[src/design/dmt_pkg.sv]
/*
  Package for the deadman fetch timer: register offsets, field positions,
  key patterns, reset values and the shared register-port carriers.
  Assumes a 32-bit register port with one-cycle strobes.
*/
package dmt_pkg;

  //////////////////////////////////////////////////////////////////////////
  // register byte offsets
  localparam logic [7:0] DMT_OFS_CONTROL  = 8'h00;
  localparam logic [7:0] DMT_OFS_PRECLEAR = 8'h10;
  localparam logic [7:0] DMT_OFS_CLEAR    = 8'h20;
  localparam logic [7:0] DMT_OFS_STATUS   = 8'h30;
  localparam logic [7:0] DMT_OFS_COUNT    = 8'h40;
  localparam logic [7:0] DMT_OFS_LIMIT    = 8'h60;
  localparam logic [7:0] DMT_OFS_WINDOW   = 8'h70;

  //////////////////////////////////////////////////////////////////////////
  // field positions
  localparam int DMT_POS_ENABLE      = 15;
  localparam int DMT_POS_PRECLEAR_LO = 8;
  localparam int DMT_POS_CLEAR_LO    = 0;
  localparam int DMT_POS_PRE_ERR     = 7;
  localparam int DMT_POS_CLR_ERR     = 6;
  localparam int DMT_POS_EVENT       = 5;
  localparam int DMT_POS_WINDOW      = 0;
  localparam int DMT_POS_FUSE        = 3;

  //////////////////////////////////////////////////////////////////////////
  // key patterns and reset values
  localparam logic [7:0]  DMT_PRECLEAR_KEY = 8'h40;
  localparam logic [7:0]  DMT_CLEAR_KEY    = 8'h08;
  localparam logic [7:0]  DMT_KEY_RESET    = 8'h00;
  localparam logic [31:0] DMT_COUNT_RESET  = 32'h0000_0000;
  localparam logic [31:0] DMT_READ_ZERO    = 32'h0000_0000;

  // one register access from the port
  typedef struct packed {
    logic [7:0]  addr;
    logic [31:0] wdata;
    logic        wr;
    logic        rd;
  } dmt_req_type;

  // configuration word fields that the timer uses
  typedef struct packed {
    logic       enable_fuse;
    logic [4:0] limit_sel;
    logic [2:0] window_sel;
  } dmt_cfg_type;

endpackage

[src/design/dmt_sync2.sv]
/*
  Two-stage synchroniser for one level.
  Assumes the input is asynchronous to clock; only the second stage is read.
*/
`timescale 1ns/10ps
module dmt_sync2 (
  // clock and reset
  input  wire logic clock,
  input  wire logic rst_n,
  // level in and out
  input  wire logic din,
  output logic      dout
);

  logic meta_r;

  // first stage feeds only the second
  always_ff @(posedge clock or negedge rst_n) begin
    if (!rst_n) begin
      meta_r <= 1'b0;
      dout   <= 1'b0;
    end else begin
      meta_r <= din;
      dout   <= meta_r;
    end
  end

endmodule // dmt_sync2

[src/design/dmt_limit_calc.sv]
/*
  Turns the 5-bit limit selector into a 32-bit match value and the 3-bit
  window selector into the count at which the clear window opens (limit minus limit>>(8-sel)).
  Assumes selectors are steady configuration values.
*/
`timescale 1ns/10ps
module dmt_limit_calc (
  // configuration
  input  wire logic [4:0]  limit_sel,
  input  wire logic [2:0]  window_sel,
  // derived values
  output logic      [31:0] limit,
  output logic      [31:0] window_open_at
);

  logic [31:0] win_len;

  // limit is 2^(sel+8) capped at the counter top; window is limit>>(8-sel)
  always_comb begin
    if (limit_sel > 5'h17) begin
      limit = 32'hFFFF_FFFF;
    end else begin
      limit = 32'h0000_0100 << limit_sel;
    end
    win_len        = limit >> (4'h8 - {1'b0, window_sel});
    window_open_at = limit - win_len;
  end

endmodule // dmt_limit_calc

[src/design/dmt_top.sv]
/*
  Deadman fetch timer: a 32-bit counter advanced by instruction fetches,
  cleared by a two-key sequence inside a window, raising a reset request.
  Assumes fetch_strobe and the configuration word come from logic on the
  same clock; configuration is steady while running.
*/
// Our own choices: strobed register access and the placing of the registers.
// Overview of operation
// - Control bit 15 enables the counter when one.
// - Enable resets to the fuse in configuration word bit 3.
// - Software enable writes act only while the fuse is zero.
// - Writing 0x40 to preclear key bits 15-8 arms the clear.
// - Any other preclear value sets the preclear error flag.
// - Preclear key clears on deadman event or completed clear sequence.
// - Clear key 0x08 after armed preclear zeros both keys and counter.
// - Wrong clear key sets clear error, stores value, keeps preclear while disabled.
// - Clear key written without arming sets the preclear error flag.
// - Clear key field zeroes on a deadman event.
// - Status bit 7 reads the preclear error flag.
// - Status bit 6 reads the clear error flag.
// - Status bit 5 sets on expiry or bad key while enabled.
// - Status bit 0 shows the clear window open.
// - Count register returns the live 32-bit counter.
// - Limit mirror register reads the configured limit selector.
// - Window mirror register reads the configured window selector.
// - Counter advances per instruction fetch until it meets the limit.
// - Counter is 32 bits; limit chosen by a 5-bit selector.
// - Once enabled, only device reset disables the timer.
// - A deadman event requests a processor reset.
`timescale 1ns/10ps
module dmt_top (
  // clock and reset
  input  wire logic                 clock,
  input  wire logic                 rstn,
  // register port
  input  wire dmt_pkg::dmt_req_type req,
  output logic               [31:0] rdata,
  // configuration word and core
  input  wire logic          [31:0] config_word_two,
  input  wire logic                 fetch_strobe,
  // reset request to the core
  output logic                      reset_request
);
  import dmt_pkg::*;

  //////////////////////////////////////////////////////////////////////////
  // reset release
  logic        rst_n;
  dmt_sync2 u_rst_sync (
    .clock (clock),
    .rst_n (rstn),
    .din   (1'b1),
    .dout  (rst_n)
  );

  //////////////////////////////////////////////////////////////////////////
  // configuration decode
  dmt_cfg_type cfg;
  logic [31:0] limit;
  logic [31:0] open_at;

  // limit and window fields sit beside the fuse in the configuration word
  always_comb begin
    cfg.enable_fuse = config_word_two[DMT_POS_FUSE];
    cfg.window_sel  = config_word_two[6:4];
    cfg.limit_sel   = config_word_two[11:7];
  end

  dmt_limit_calc u_calc (
    .limit_sel      (cfg.limit_sel),
    .window_sel     (cfg.window_sel),
    .limit          (limit),
    .window_open_at (open_at)
  );

  //////////////////////////////////////////////////////////////////////////
  // state
  logic        enable_r,    enable_nxt;
  logic        strap_done_r, strap_done_nxt;
  logic [7:0]  pre_key_r,   pre_key_nxt;
  logic [7:0]  clr_key_r,   clr_key_nxt;
  logic        pre_err_r,   pre_err_nxt;
  logic        clr_err_r,   clr_err_nxt;
  logic        event_r,     event_nxt;
  logic        window_r,    window_nxt;
  logic [31:0] count_r,     count_nxt;
  logic [31:0] rdata_nxt;

  logic wr_ctrl;
  logic wr_pre;
  logic wr_clr;
  logic [7:0] pre_val;
  logic [7:0] clr_val;
  logic armed;
  logic good_clear;
  logic bad_key;
  logic expire;

  // write decode
  always_comb begin
    wr_ctrl = req.wr && (req.addr == DMT_OFS_CONTROL);
    wr_pre  = req.wr && (req.addr == DMT_OFS_PRECLEAR);
    wr_clr  = req.wr && (req.addr == DMT_OFS_CLEAR);
    pre_val = req.wdata[DMT_POS_PRECLEAR_LO +: 8];
    clr_val = req.wdata[DMT_POS_CLEAR_LO +: 8];
  end

  //////////////////////////////////////////////////////////////////////////
  // next-state logic for keys, flags, counter and window
  always_comb begin
    armed      = (pre_key_r == DMT_PRECLEAR_KEY);
    good_clear = wr_clr && armed && (clr_val == DMT_CLEAR_KEY);
    // bad key or out-of-sequence clear; early correct clear is bad too
    bad_key    = (wr_pre && pre_val != DMT_PRECLEAR_KEY)
               || (wr_clr && !armed)
               || (wr_clr && armed && clr_val != DMT_CLEAR_KEY)
               || (good_clear && !window_r);
    expire     = enable_r && fetch_strobe && (count_r >= limit - 32'h1)
               && !event_r;

    // strap caught on the first clock after reset release
    strap_done_nxt = 1'b1;
    enable_nxt     = enable_r;
    if (!strap_done_r) begin
      enable_nxt = cfg.enable_fuse;
    end else if (cfg.enable_fuse) begin
      enable_nxt = 1'b1;
    end else if (wr_ctrl && req.wdata[DMT_POS_ENABLE]) begin
      enable_nxt = 1'b1;
    end
    // no path clears enable_r except reset

    pre_key_nxt = pre_key_r;
    clr_key_nxt = clr_key_r;
    pre_err_nxt = pre_err_r;
    clr_err_nxt = clr_err_r;
    event_nxt   = event_r;
    count_nxt   = count_r;
    window_nxt  = window_r;

    // counter advances once per fetch while below the limit
    if (enable_r && fetch_strobe && !event_r && count_r < limit) begin
      count_nxt = count_r + 32'h1;
    end
    // window opens at limit minus interval
    if (enable_r && count_nxt >= open_at && !event_r) begin
      window_nxt = 1'b1;
    end

    if (wr_pre) begin
      pre_key_nxt = pre_val;
      if (pre_val != DMT_PRECLEAR_KEY) begin
        pre_err_nxt = 1'b1;
      end
    end
    if (wr_clr) begin
      if (!armed) begin
        pre_err_nxt = 1'b1;
        clr_key_nxt = clr_val;
      end else if (clr_val == DMT_CLEAR_KEY) begin
        pre_key_nxt = DMT_KEY_RESET;
        clr_key_nxt = DMT_KEY_RESET;
        count_nxt   = DMT_COUNT_RESET;
        window_nxt  = 1'b0;
      end else begin
        clr_err_nxt = 1'b1;
        clr_key_nxt = clr_val;
      end
    end

    // expiry or bad key raises the event while enabled; event wipes keys
    if ((expire || bad_key) && enable_r) begin
      event_nxt   = 1'b1;
      window_nxt  = 1'b0;
      pre_key_nxt = DMT_KEY_RESET;
      clr_key_nxt = DMT_KEY_RESET;
    end
  end

  //////////////////////////////////////////////////////////////////////////
  // read mux; data stands in the cycle after the read strobe
  always_comb begin
    rdata_nxt = DMT_READ_ZERO;
    if (req.rd) begin
      unique case (req.addr)
        DMT_OFS_CONTROL:  rdata_nxt[DMT_POS_ENABLE] = enable_r;
        DMT_OFS_PRECLEAR: rdata_nxt[DMT_POS_PRECLEAR_LO +: 8] = pre_key_r;
        DMT_OFS_CLEAR:    rdata_nxt[DMT_POS_CLEAR_LO +: 8] = clr_key_r;
        DMT_OFS_STATUS: begin
          rdata_nxt[DMT_POS_PRE_ERR] = pre_err_r;
          rdata_nxt[DMT_POS_CLR_ERR] = clr_err_r;
          rdata_nxt[DMT_POS_EVENT]   = event_r;
          rdata_nxt[DMT_POS_WINDOW]  = window_r;
        end
        DMT_OFS_COUNT:  rdata_nxt = count_r;
        DMT_OFS_LIMIT:  rdata_nxt[4:0] = cfg.limit_sel;
        DMT_OFS_WINDOW: rdata_nxt[2:0] = cfg.window_sel;
        default:        rdata_nxt = DMT_READ_ZERO;  // unmapped reads zero
      endcase
    end
  end

  //////////////////////////////////////////////////////////////////////////
  // registers; flags are sticky until device reset
  always_ff @(posedge clock or negedge rst_n) begin
    if (!rst_n) begin
      strap_done_r <= 1'b0;
      enable_r     <= 1'b0;
      pre_key_r    <= DMT_KEY_RESET;
      clr_key_r    <= DMT_KEY_RESET;
      pre_err_r    <= 1'b0;
      clr_err_r    <= 1'b0;
      event_r      <= 1'b0;
      window_r     <= 1'b0;
      count_r      <= DMT_COUNT_RESET;
      rdata        <= DMT_READ_ZERO;
    end else begin
      strap_done_r <= strap_done_nxt;
      enable_r     <= enable_nxt;
      pre_key_r    <= pre_key_nxt;
      clr_key_r    <= clr_key_nxt;
      pre_err_r    <= pre_err_nxt;
      clr_err_r    <= clr_err_nxt;
      event_r      <= event_nxt;
      window_r     <= window_nxt;
      count_r      <= count_nxt;
      rdata        <= rdata_nxt;
    end
  end

  // reset request follows the event flag as a level
  assign reset_request = event_r;

endmodule // dmt_top

[config.mk]
export PLATFORM = sky130hd
export DESIGN_NAME = dmt_top
export DESIGN_NICKNAME = d
export VERILOG_FILES = /design/src/design/dmt_pkg.sv /design/src/design/dmt_sync2.sv /design/src/design/dmt_limit_calc.sv /design/src/design/dmt_top.sv
export SDC_FILE = /design/constraint.sdc
export NUM_CORES = 1
export LEC_CHECK = 0
export BUFFER_PORTS_ARGS = -buffer_cell sky130_fd_sc_hd__buf_2
export CAP_MARGIN = 20
export CORE_ASPECT_RATIO = 1.75
export CORE_MARGIN = 2
export CORE_UTILIZATION = 31
export CTS_BUF_LIST = sky130_fd_sc_hd__clkbuf_2 sky130_fd_sc_hd__clkbuf_4 sky130_fd_sc_hd__clkbuf_8
export CTS_CLUSTER_DIAMETER = 100
export DETAILED_ROUTE_END_ITERATION = 12
export HOLD_SLACK_MARGIN = 0.02
export SYNTH_ARGS = -nofsm -noshare
export SYNTH_HDL_FRONTEND = slang
export SYNTH_SLANG_ARGS = --single-unit
export TNS_END_PERCENT = 5
[constraint.sdc]
create_clock -name clock -period 7.1 [get_ports clock]
set_input_delay 0.355 -clock clock [delete_from_list [all_inputs] [get_ports clock]]
set_output_delay 0.355 -clock clock [all_outputs]
set_load 0.02 [all_outputs]
==> impl_metrics.env, run 1 <==
export IMPL_status="finished, final reports clean"
export IMPL_period_share_pct=82.9
export IMPL_chipWidth_um=138
export IMPL_fin_area_mm2=0.0108
export IMPL_worst_pin_slew_ps=1020
export IMPL_worst_clock_skew_ps=10.3
export IMPL_root_buffer="clkbuf_8"
export IMPL_die_area_mm2=0.0329
export IMPL_critPathKind="primary input to register"
export IMPL_grt_pass1_vias=9486
export IMPL_setup_ws_ps=1210
export IMPL_max_cap_viol_count=0
export IMPL_ant_nets=0
export IMPL_cts_path_max_buffers=2
export IMPL_rsz0062_at_grt="false"
export IMPL_gp_congestion=0.915
export IMPL_finalHoldViolCount=0
export IMPL_setup_viol=0
export IMPL_yosysUniqueCellTypes=68
export IMPL_final_layout_size_suffix_gt1_share_pct=11.5
export IMPL_holdBufCountCts=1
export IMPL_critical_path_required_ps=7360
export IMPL_drt_wl_total_mm=31.7
export IMPL_via_per_inst=5.73
export IMPL_synth_edff_count=0
export IMPL_rrSetupSlack_ps=2380
export IMPL_grt_usage_pct=19.0
export IMPL_place_hpwl_mm=25.6
export IMPL_syn2layout_area_growth_pct=10.7
export IMPL_post_cts_buffers=0
export IMPL_internal_power_uw=980
export IMPL_reg2reg_to="window_r"
export IMPL_netlist_area_mm2=0.00975
export IMPL_rows=85
export IMPL_fmax_ghz=0.170
export IMPL_route_vias_total=9519
export IMPL_wl_per_cell_um=19.1
export IMPL_totalPowerFinal_mw=1.66
export IMPL_p_seq_share_pct=31.0
export IMPL_nNetsFinal=1466
export IMPL_n_fill_cell=3235
export IMPL_cp_startpoint="config_word_two[10]"
export IMPL_dpl_cell_count=1643
export IMPL_ys_ff_latch=88
export IMPL_drt_pass1_iterations=5
export IMPL_htree_num_levels=3
export IMPL_cts_made_buffers=9
export IMPL_crit_path_end_kind="register"
export IMPL_hold_ws_ps=169
export IMPL_worstSetupEndpoint="window_r"
export IMPL_finalMaxSlewViolations=0
export IMPL_ctsResizeCount=0
export IMPL_io_buffers=70
export IMPL_ys_async_sr_fraction_pct=100
export IMPL_clk_latency_ps=400
export IMPL_swShare_pct=40.9
export IMPL_hold_class="primary input to register"
export IMPL_ys_warnings_count=0
export IMPL_comb_power_share_pct=46.5
export IMPL_crit_fanout=19
export IMPL_rr_startpoint="count_r[17]"
export IMPL_p_leak_nw=5.50
export IMPL_ys_seq_area_share_pct=22.6
export IMPL_clock_sinks=88
export IMPL_post_dp_cell_area_mm2=0.0106
export IMPL_core_area_mm2=0.0308
export IMPL_antenna_found_initial=2
export IMPL_startpoint_type="primary input"
export IMPL_rr_worst_depth=16
export IMPL_setup_tns_ps=0
export IMPL_multi_input_area_mm2=0.00715
export IMPL_drt_initial_drc_count=743
export IMPL_die_h_um=239
export IMPL_cts_tree="done"
export IMPL_start_util_pct=31.6
export IMPL_grt_max_degree=68
export IMPL_grt_pass1_wl_mm=49.8
export IMPL_cts_clk_slew_worst_paths_ps=100
export IMPL_final_cell_count_no_fill=1661
export IMPL_final_util_pct=35.0
export IMPL_seq_area_mm2=0.00221
export IMPL_gr_total_overflow=0
export IMPL_io_pins=110
export IMPL_vdd_ir_drop_worst_v=0.000135
export IMPL_switching_power_uw=679
export IMPL_dp_slack_ps=843
export IMPL_synth_cells=1217
export IMPL_min_period_ps=5890
export IMPL_cp_arrival_ps=6150
export IMPL_relSlewSlack_pct=31.9
export IMPL_syn_area_per_cell_um2=8.01
export IMPL_drc=0
export IMPL_power_density_mw_per_mm2=154
export IMPL_power_clock_fraction_pct=22.5
export IMPL_synth_top_flop_cell="dfrtp_1"
==> worst max-delay path: stages <==
cell       delay, ps
buf_2            210
nand2_1          380
inv_1            180
a41oi_1          450
mux4_2           390
nand2_1           80
o211ai_1         130
o21ai_0          110
ha_1             230
fa_1             400
nand2b_1         180
a21oi_1          210
nor2_1            90
o41ai_1          630
a21o_1           220
a21oi_1           70
xor2_1           160
ha_1             190
a21o_1           150
a21o_1           170
a21oi_1          310
nor2b_1          180
o2111ai_1        290
a211oi_1         300
nor4_1            70
==> layer usage <==
metal,part of all wire [%],track usage (%),vias to the layer above
li1,-,-,4540
met5,0.041,0,-
met1,37,18.6,4626
met4,6.4,12.4,2
met2,54,37.2,258
met3,3.2,2.44,93
==> cells in the mapped netlist (18+ instances only) <==
cell      number  area, um^2
ha_1         124        1550
nand2_1      110         413
a21oi_1       99         495
dfrtp_1       88        2200
nor2_1        79         297
o21ai_0       75         375
mux2i_1       60         601
clkbuf_1      50         188
a21o_1        48         360
inv_1         45         169
nor2b_1       44         275
nand3_1       40         200
xor2_1        40         350
nor3_1        39         195
nand4_1       27         169
and3_1        23         144
xnor2_1       18         158
==> placed cells by master (no fill, tap or decap), drive strengths merged, types with 23 or more instances in the layout <==
master and n:
and3 23, mux2i 60, inv 49, a21oi 99
xor2 40, nor3 41, a21o 48, ha 124
nand4 27, o21ai 76, nor2b 44, dfrtp 88
nor2 80, nand2 110, nand3 40, buf 98
==> how the worst min path moves through the flow <==
stage / cells past startpoint / start / endpoint / slack [ps]
finish: 2 / config_word_two[3] / enable_r / 170
global route: 2 / config_word_two[3] / enable_r / 160
CTS: 2 / config_word_two[3] / enable_r / 150
detailed placement: 1 / rstn / u_rst_sync.meta_r / 140
global placement: 1 / rstn / u_rst_sync.meta_r / 140
floorplan: 0 / rstn / u_rst_sync.dout / 60
==> kinds of logic after synthesis <==
logic type / Yosys count / share of synthesized area, %
multiplexers: 68 / 7.20
XOR/XNOR: 58 / 5.21
other: 1 / 0.0385
flip-flops: 88 / 22.6
AND/OR/NAND/NOR: 442 / 23.3
buffers and inverters: 111 / 4.36
AO/OA/AOI/OAI: 323 / 21.0
adder cells (fa/ha/maj): 126 / 16.2
==> power by group through the flow <==
stage / sequential [mW] / clock, mW / combinational [mW]
after floorplan: 0.527 / 0 / 0.551
after global placement: 0.524 / 0 / 0.750
after detailed placement: 0.525 / 0 / 0.762
after CTS: 0.515 / 0.384 / 0.766
after global routing: 0.516 / 0.402 / 0.852
final: 0.515 / 0.373 / 0.771
==> state kept, by name, summed over array words and instances, names as in the netlist <==
name,count
clr_err_r,1
clr_key_r,8
count_r,32
enable_r,1
pre_err_r,1
pre_key_r,8
rdata,32
reset_request,1
strap_done_r,1
u_rst_sync.dout,1
u_rst_sync.meta_r,1
window_r,1
==> layout make-up <==
| type | count | area share (%) |
|---|---|---|
| clock buffers | 9 | 1.15 |
| clock inverters | 7 | 0.730 |
| inverters | 47 | 1.63 |
| flip-flops and latches | 88 | 20.4 |
| multi-input cells | 1019 | 66.2 |
| well taps | 391 | 4.53 |
| repair buffers | 99 | 5.29 |
| diodes | 1 | 0.0232 |
(Power assumes the default switching activity.)
==> inputs of run 2 (changes only) <==
- clock period: 7.1 -> 4.9 ns (I/O delays scaled with it)
==> impl_metrics.env, run 2 (synthesis results as in run 1) <==
export IMPL_worst_clock_skew_ps=12.6
export IMPL_final_layout_size_suffix_gt1_share_pct=27.3
export IMPL_post_dp_cell_area_mm2=0.0124
export IMPL_start_util_pct=31.6
export IMPL_core_area_mm2=0.0308
export IMPL_worst_pin_slew_ps=1070
export IMPL_drc=0
export IMPL_antenna_found_initial=2
export IMPL_fmax_ghz=0.202
export IMPL_relSlewSlack_pct=28.8
export IMPL_critical_path_required_ps=5180
export IMPL_dp_slack_ps=-754
export IMPL_clk_latency_ps=400
export IMPL_grt_usage_pct=21.7
export IMPL_cts_path_max_buffers=2
export IMPL_p_leak_nw=6.69
export IMPL_rows=85
export IMPL_clock_sinks=88
export IMPL_htree_num_levels=3
export IMPL_power_density_mw_per_mm2=219
export IMPL_grt_pass1_vias=10400
export IMPL_place_hpwl_mm=30.3
export IMPL_crit_fanout=8
export IMPL_io_buffers=70
export IMPL_cts_tree="done"
export IMPL_syn2layout_area_growth_pct=31.2
export IMPL_via_per_inst=5.45
export IMPL_layout_commonest_cell="buf_4"
export IMPL_setup_ws_ps=-50.2
export IMPL_io_pins=110
export IMPL_fin_area_mm2=0.0128
export IMPL_startpoint_type="primary input"
export IMPL_root_buffer="clkbuf_8"
export IMPL_ant_nets=0
export IMPL_drt_initial_drc_count=569
export IMPL_rr_startpoint="count_r[21]"
export IMPL_drt_pass1_iterations=8
export IMPL_cts_made_buffers=9
export IMPL_rr_worst_depth=17
export IMPL_setup_viol=1
export IMPL_reg2reg_to="window_r"
export IMPL_cp_arrival_ps=5230
export IMPL_wl_per_cell_um=19.2
export IMPL_cts_clk_slew_worst_paths_ps=90
export IMPL_nNetsFinal=1697
export IMPL_drt_wl_total_mm=36.4
export IMPL_grt_max_degree=48
export IMPL_worstHoldStart="config_word_two[3]"
export IMPL_final_util_pct=41.5
export IMPL_finalHoldViolCount=0
export IMPL_die_h_um=239
export IMPL_status="finished with violations"
export IMPL_gr_total_overflow=0
export IMPL_grt_pass1_wl_mm=56.1
export IMPL_gp_congestion=0.989
export IMPL_rsz0062_at_grt="true"
export IMPL_hold_class="primary input to register"
export IMPL_min_period_ps=4950
export IMPL_crit_path_end_kind="register"
export IMPL_hold_depth=2
export IMPL_final_cell_mix="buf_4 (257), ha_1 (123), nand2_1 (106)"
export IMPL_rrSetupSlack_ps=850
export IMPL_critPathKind="primary input to register"
export IMPL_finalMaxSlewViolations=0
export IMPL_hold_ws_ps=56.7
export IMPL_period_share_pct=101
export IMPL_hold_path_endpoint="enable_r"
export IMPL_route_vias_total=10300
export IMPL_die_area_mm2=0.0329
export IMPL_totalPowerFinal_mw=2.80
export IMPL_violations="negative setup slack"
export IMPL_max_cap_viol_count=0
export IMPL_vdd_ir_drop_worst_v=0.000171
export IMPL_chipWidth_um=138
export IMPL_reg_largest_list="count_r: 32 flops, rdata: 32 flops"
[run 2: stage by stage]
| step | std cells | TNS (ps) |
|---|---|---|
| floorplan | 1218 | 0 |
| global placement | 1870 | -636 |
| detailed placement | 1870 | -754 |
| CTS | 1890 | 0 |
| global route | 1892 | -311 |
| finish | 1892 | -50.2 |
[run 2: timing repair]
item	CTS	global route
endpoints found under the hold margin	2	0
pin swaps	4	5
endpoints found under the setup margin	1	1
buffers inserted	3	1
gates resized for setup	35	10
hold buffers	1	0
[run 2: worst max-delay path by stage]
stage,from,end,cells after the start
CTS,config_word_two[11],window_r,28
global placement,config_word_two[8],window_r,26
floorplan,config_word_two[4],window_r,25
detailed placement,config_word_two[8],window_r,25
global route,config_word_two[10],window_r,27
finish,config_word_two[9],window_r,24
[run 2: metal layers]
metal / track usage [%] / up-vias / share of wire (%)
met1: 20.9 / 4902 / 35
met5: 0 / - / 0
li1: - / 4989 / -
met2: 42.1 / 296 / 53
met3: 1.98 / 120 / 3.1
met4: 16.9 / 0 / 8.3
[run 2: area by class of cell]
class,instances,area [um^2]
Tap cell,391,489
Sequential cell,88,2210
Multi-Input combinational cell,1019,7340
Timing Repair Buffer,330,2370
Antenna cell,1,2.50
Inverter,47,189
Fill cell,3162,18000
Clock inverter,5,56.3
Clock buffer,11,145
[run 2: power by group]
group | total, mW | internal (mW) | switching (mW) | leakage (nW)
clock | 0.541 | 0.254 | 0.287 | 0.103
combinational | 1.51 | 0.728 | 0.781 | 5.40
sequential | 0.750 | 0.735 | 0.0149 | 1.19
[run 2: critical path, cell delays in order]
cell and delay, ps:
buf_4 160, buf_4 140, and3_1 180, o21ai_0 250, buf_4 180, o21ai_0 110
mux2i_1 210, mux2i_1 140, a21oi_1 260, ha_1 310, a2111o_1 400, o211ai_2 250
a31oi_4 150, nor3b_4 190, or4_1 530, a211oi_2 230, xor2_1 210, ha_1 270
nand4_1 130, nor2_2 60, a211oi_2 190, o211ai_1 140, a211oi_1 200, nor4_1 80
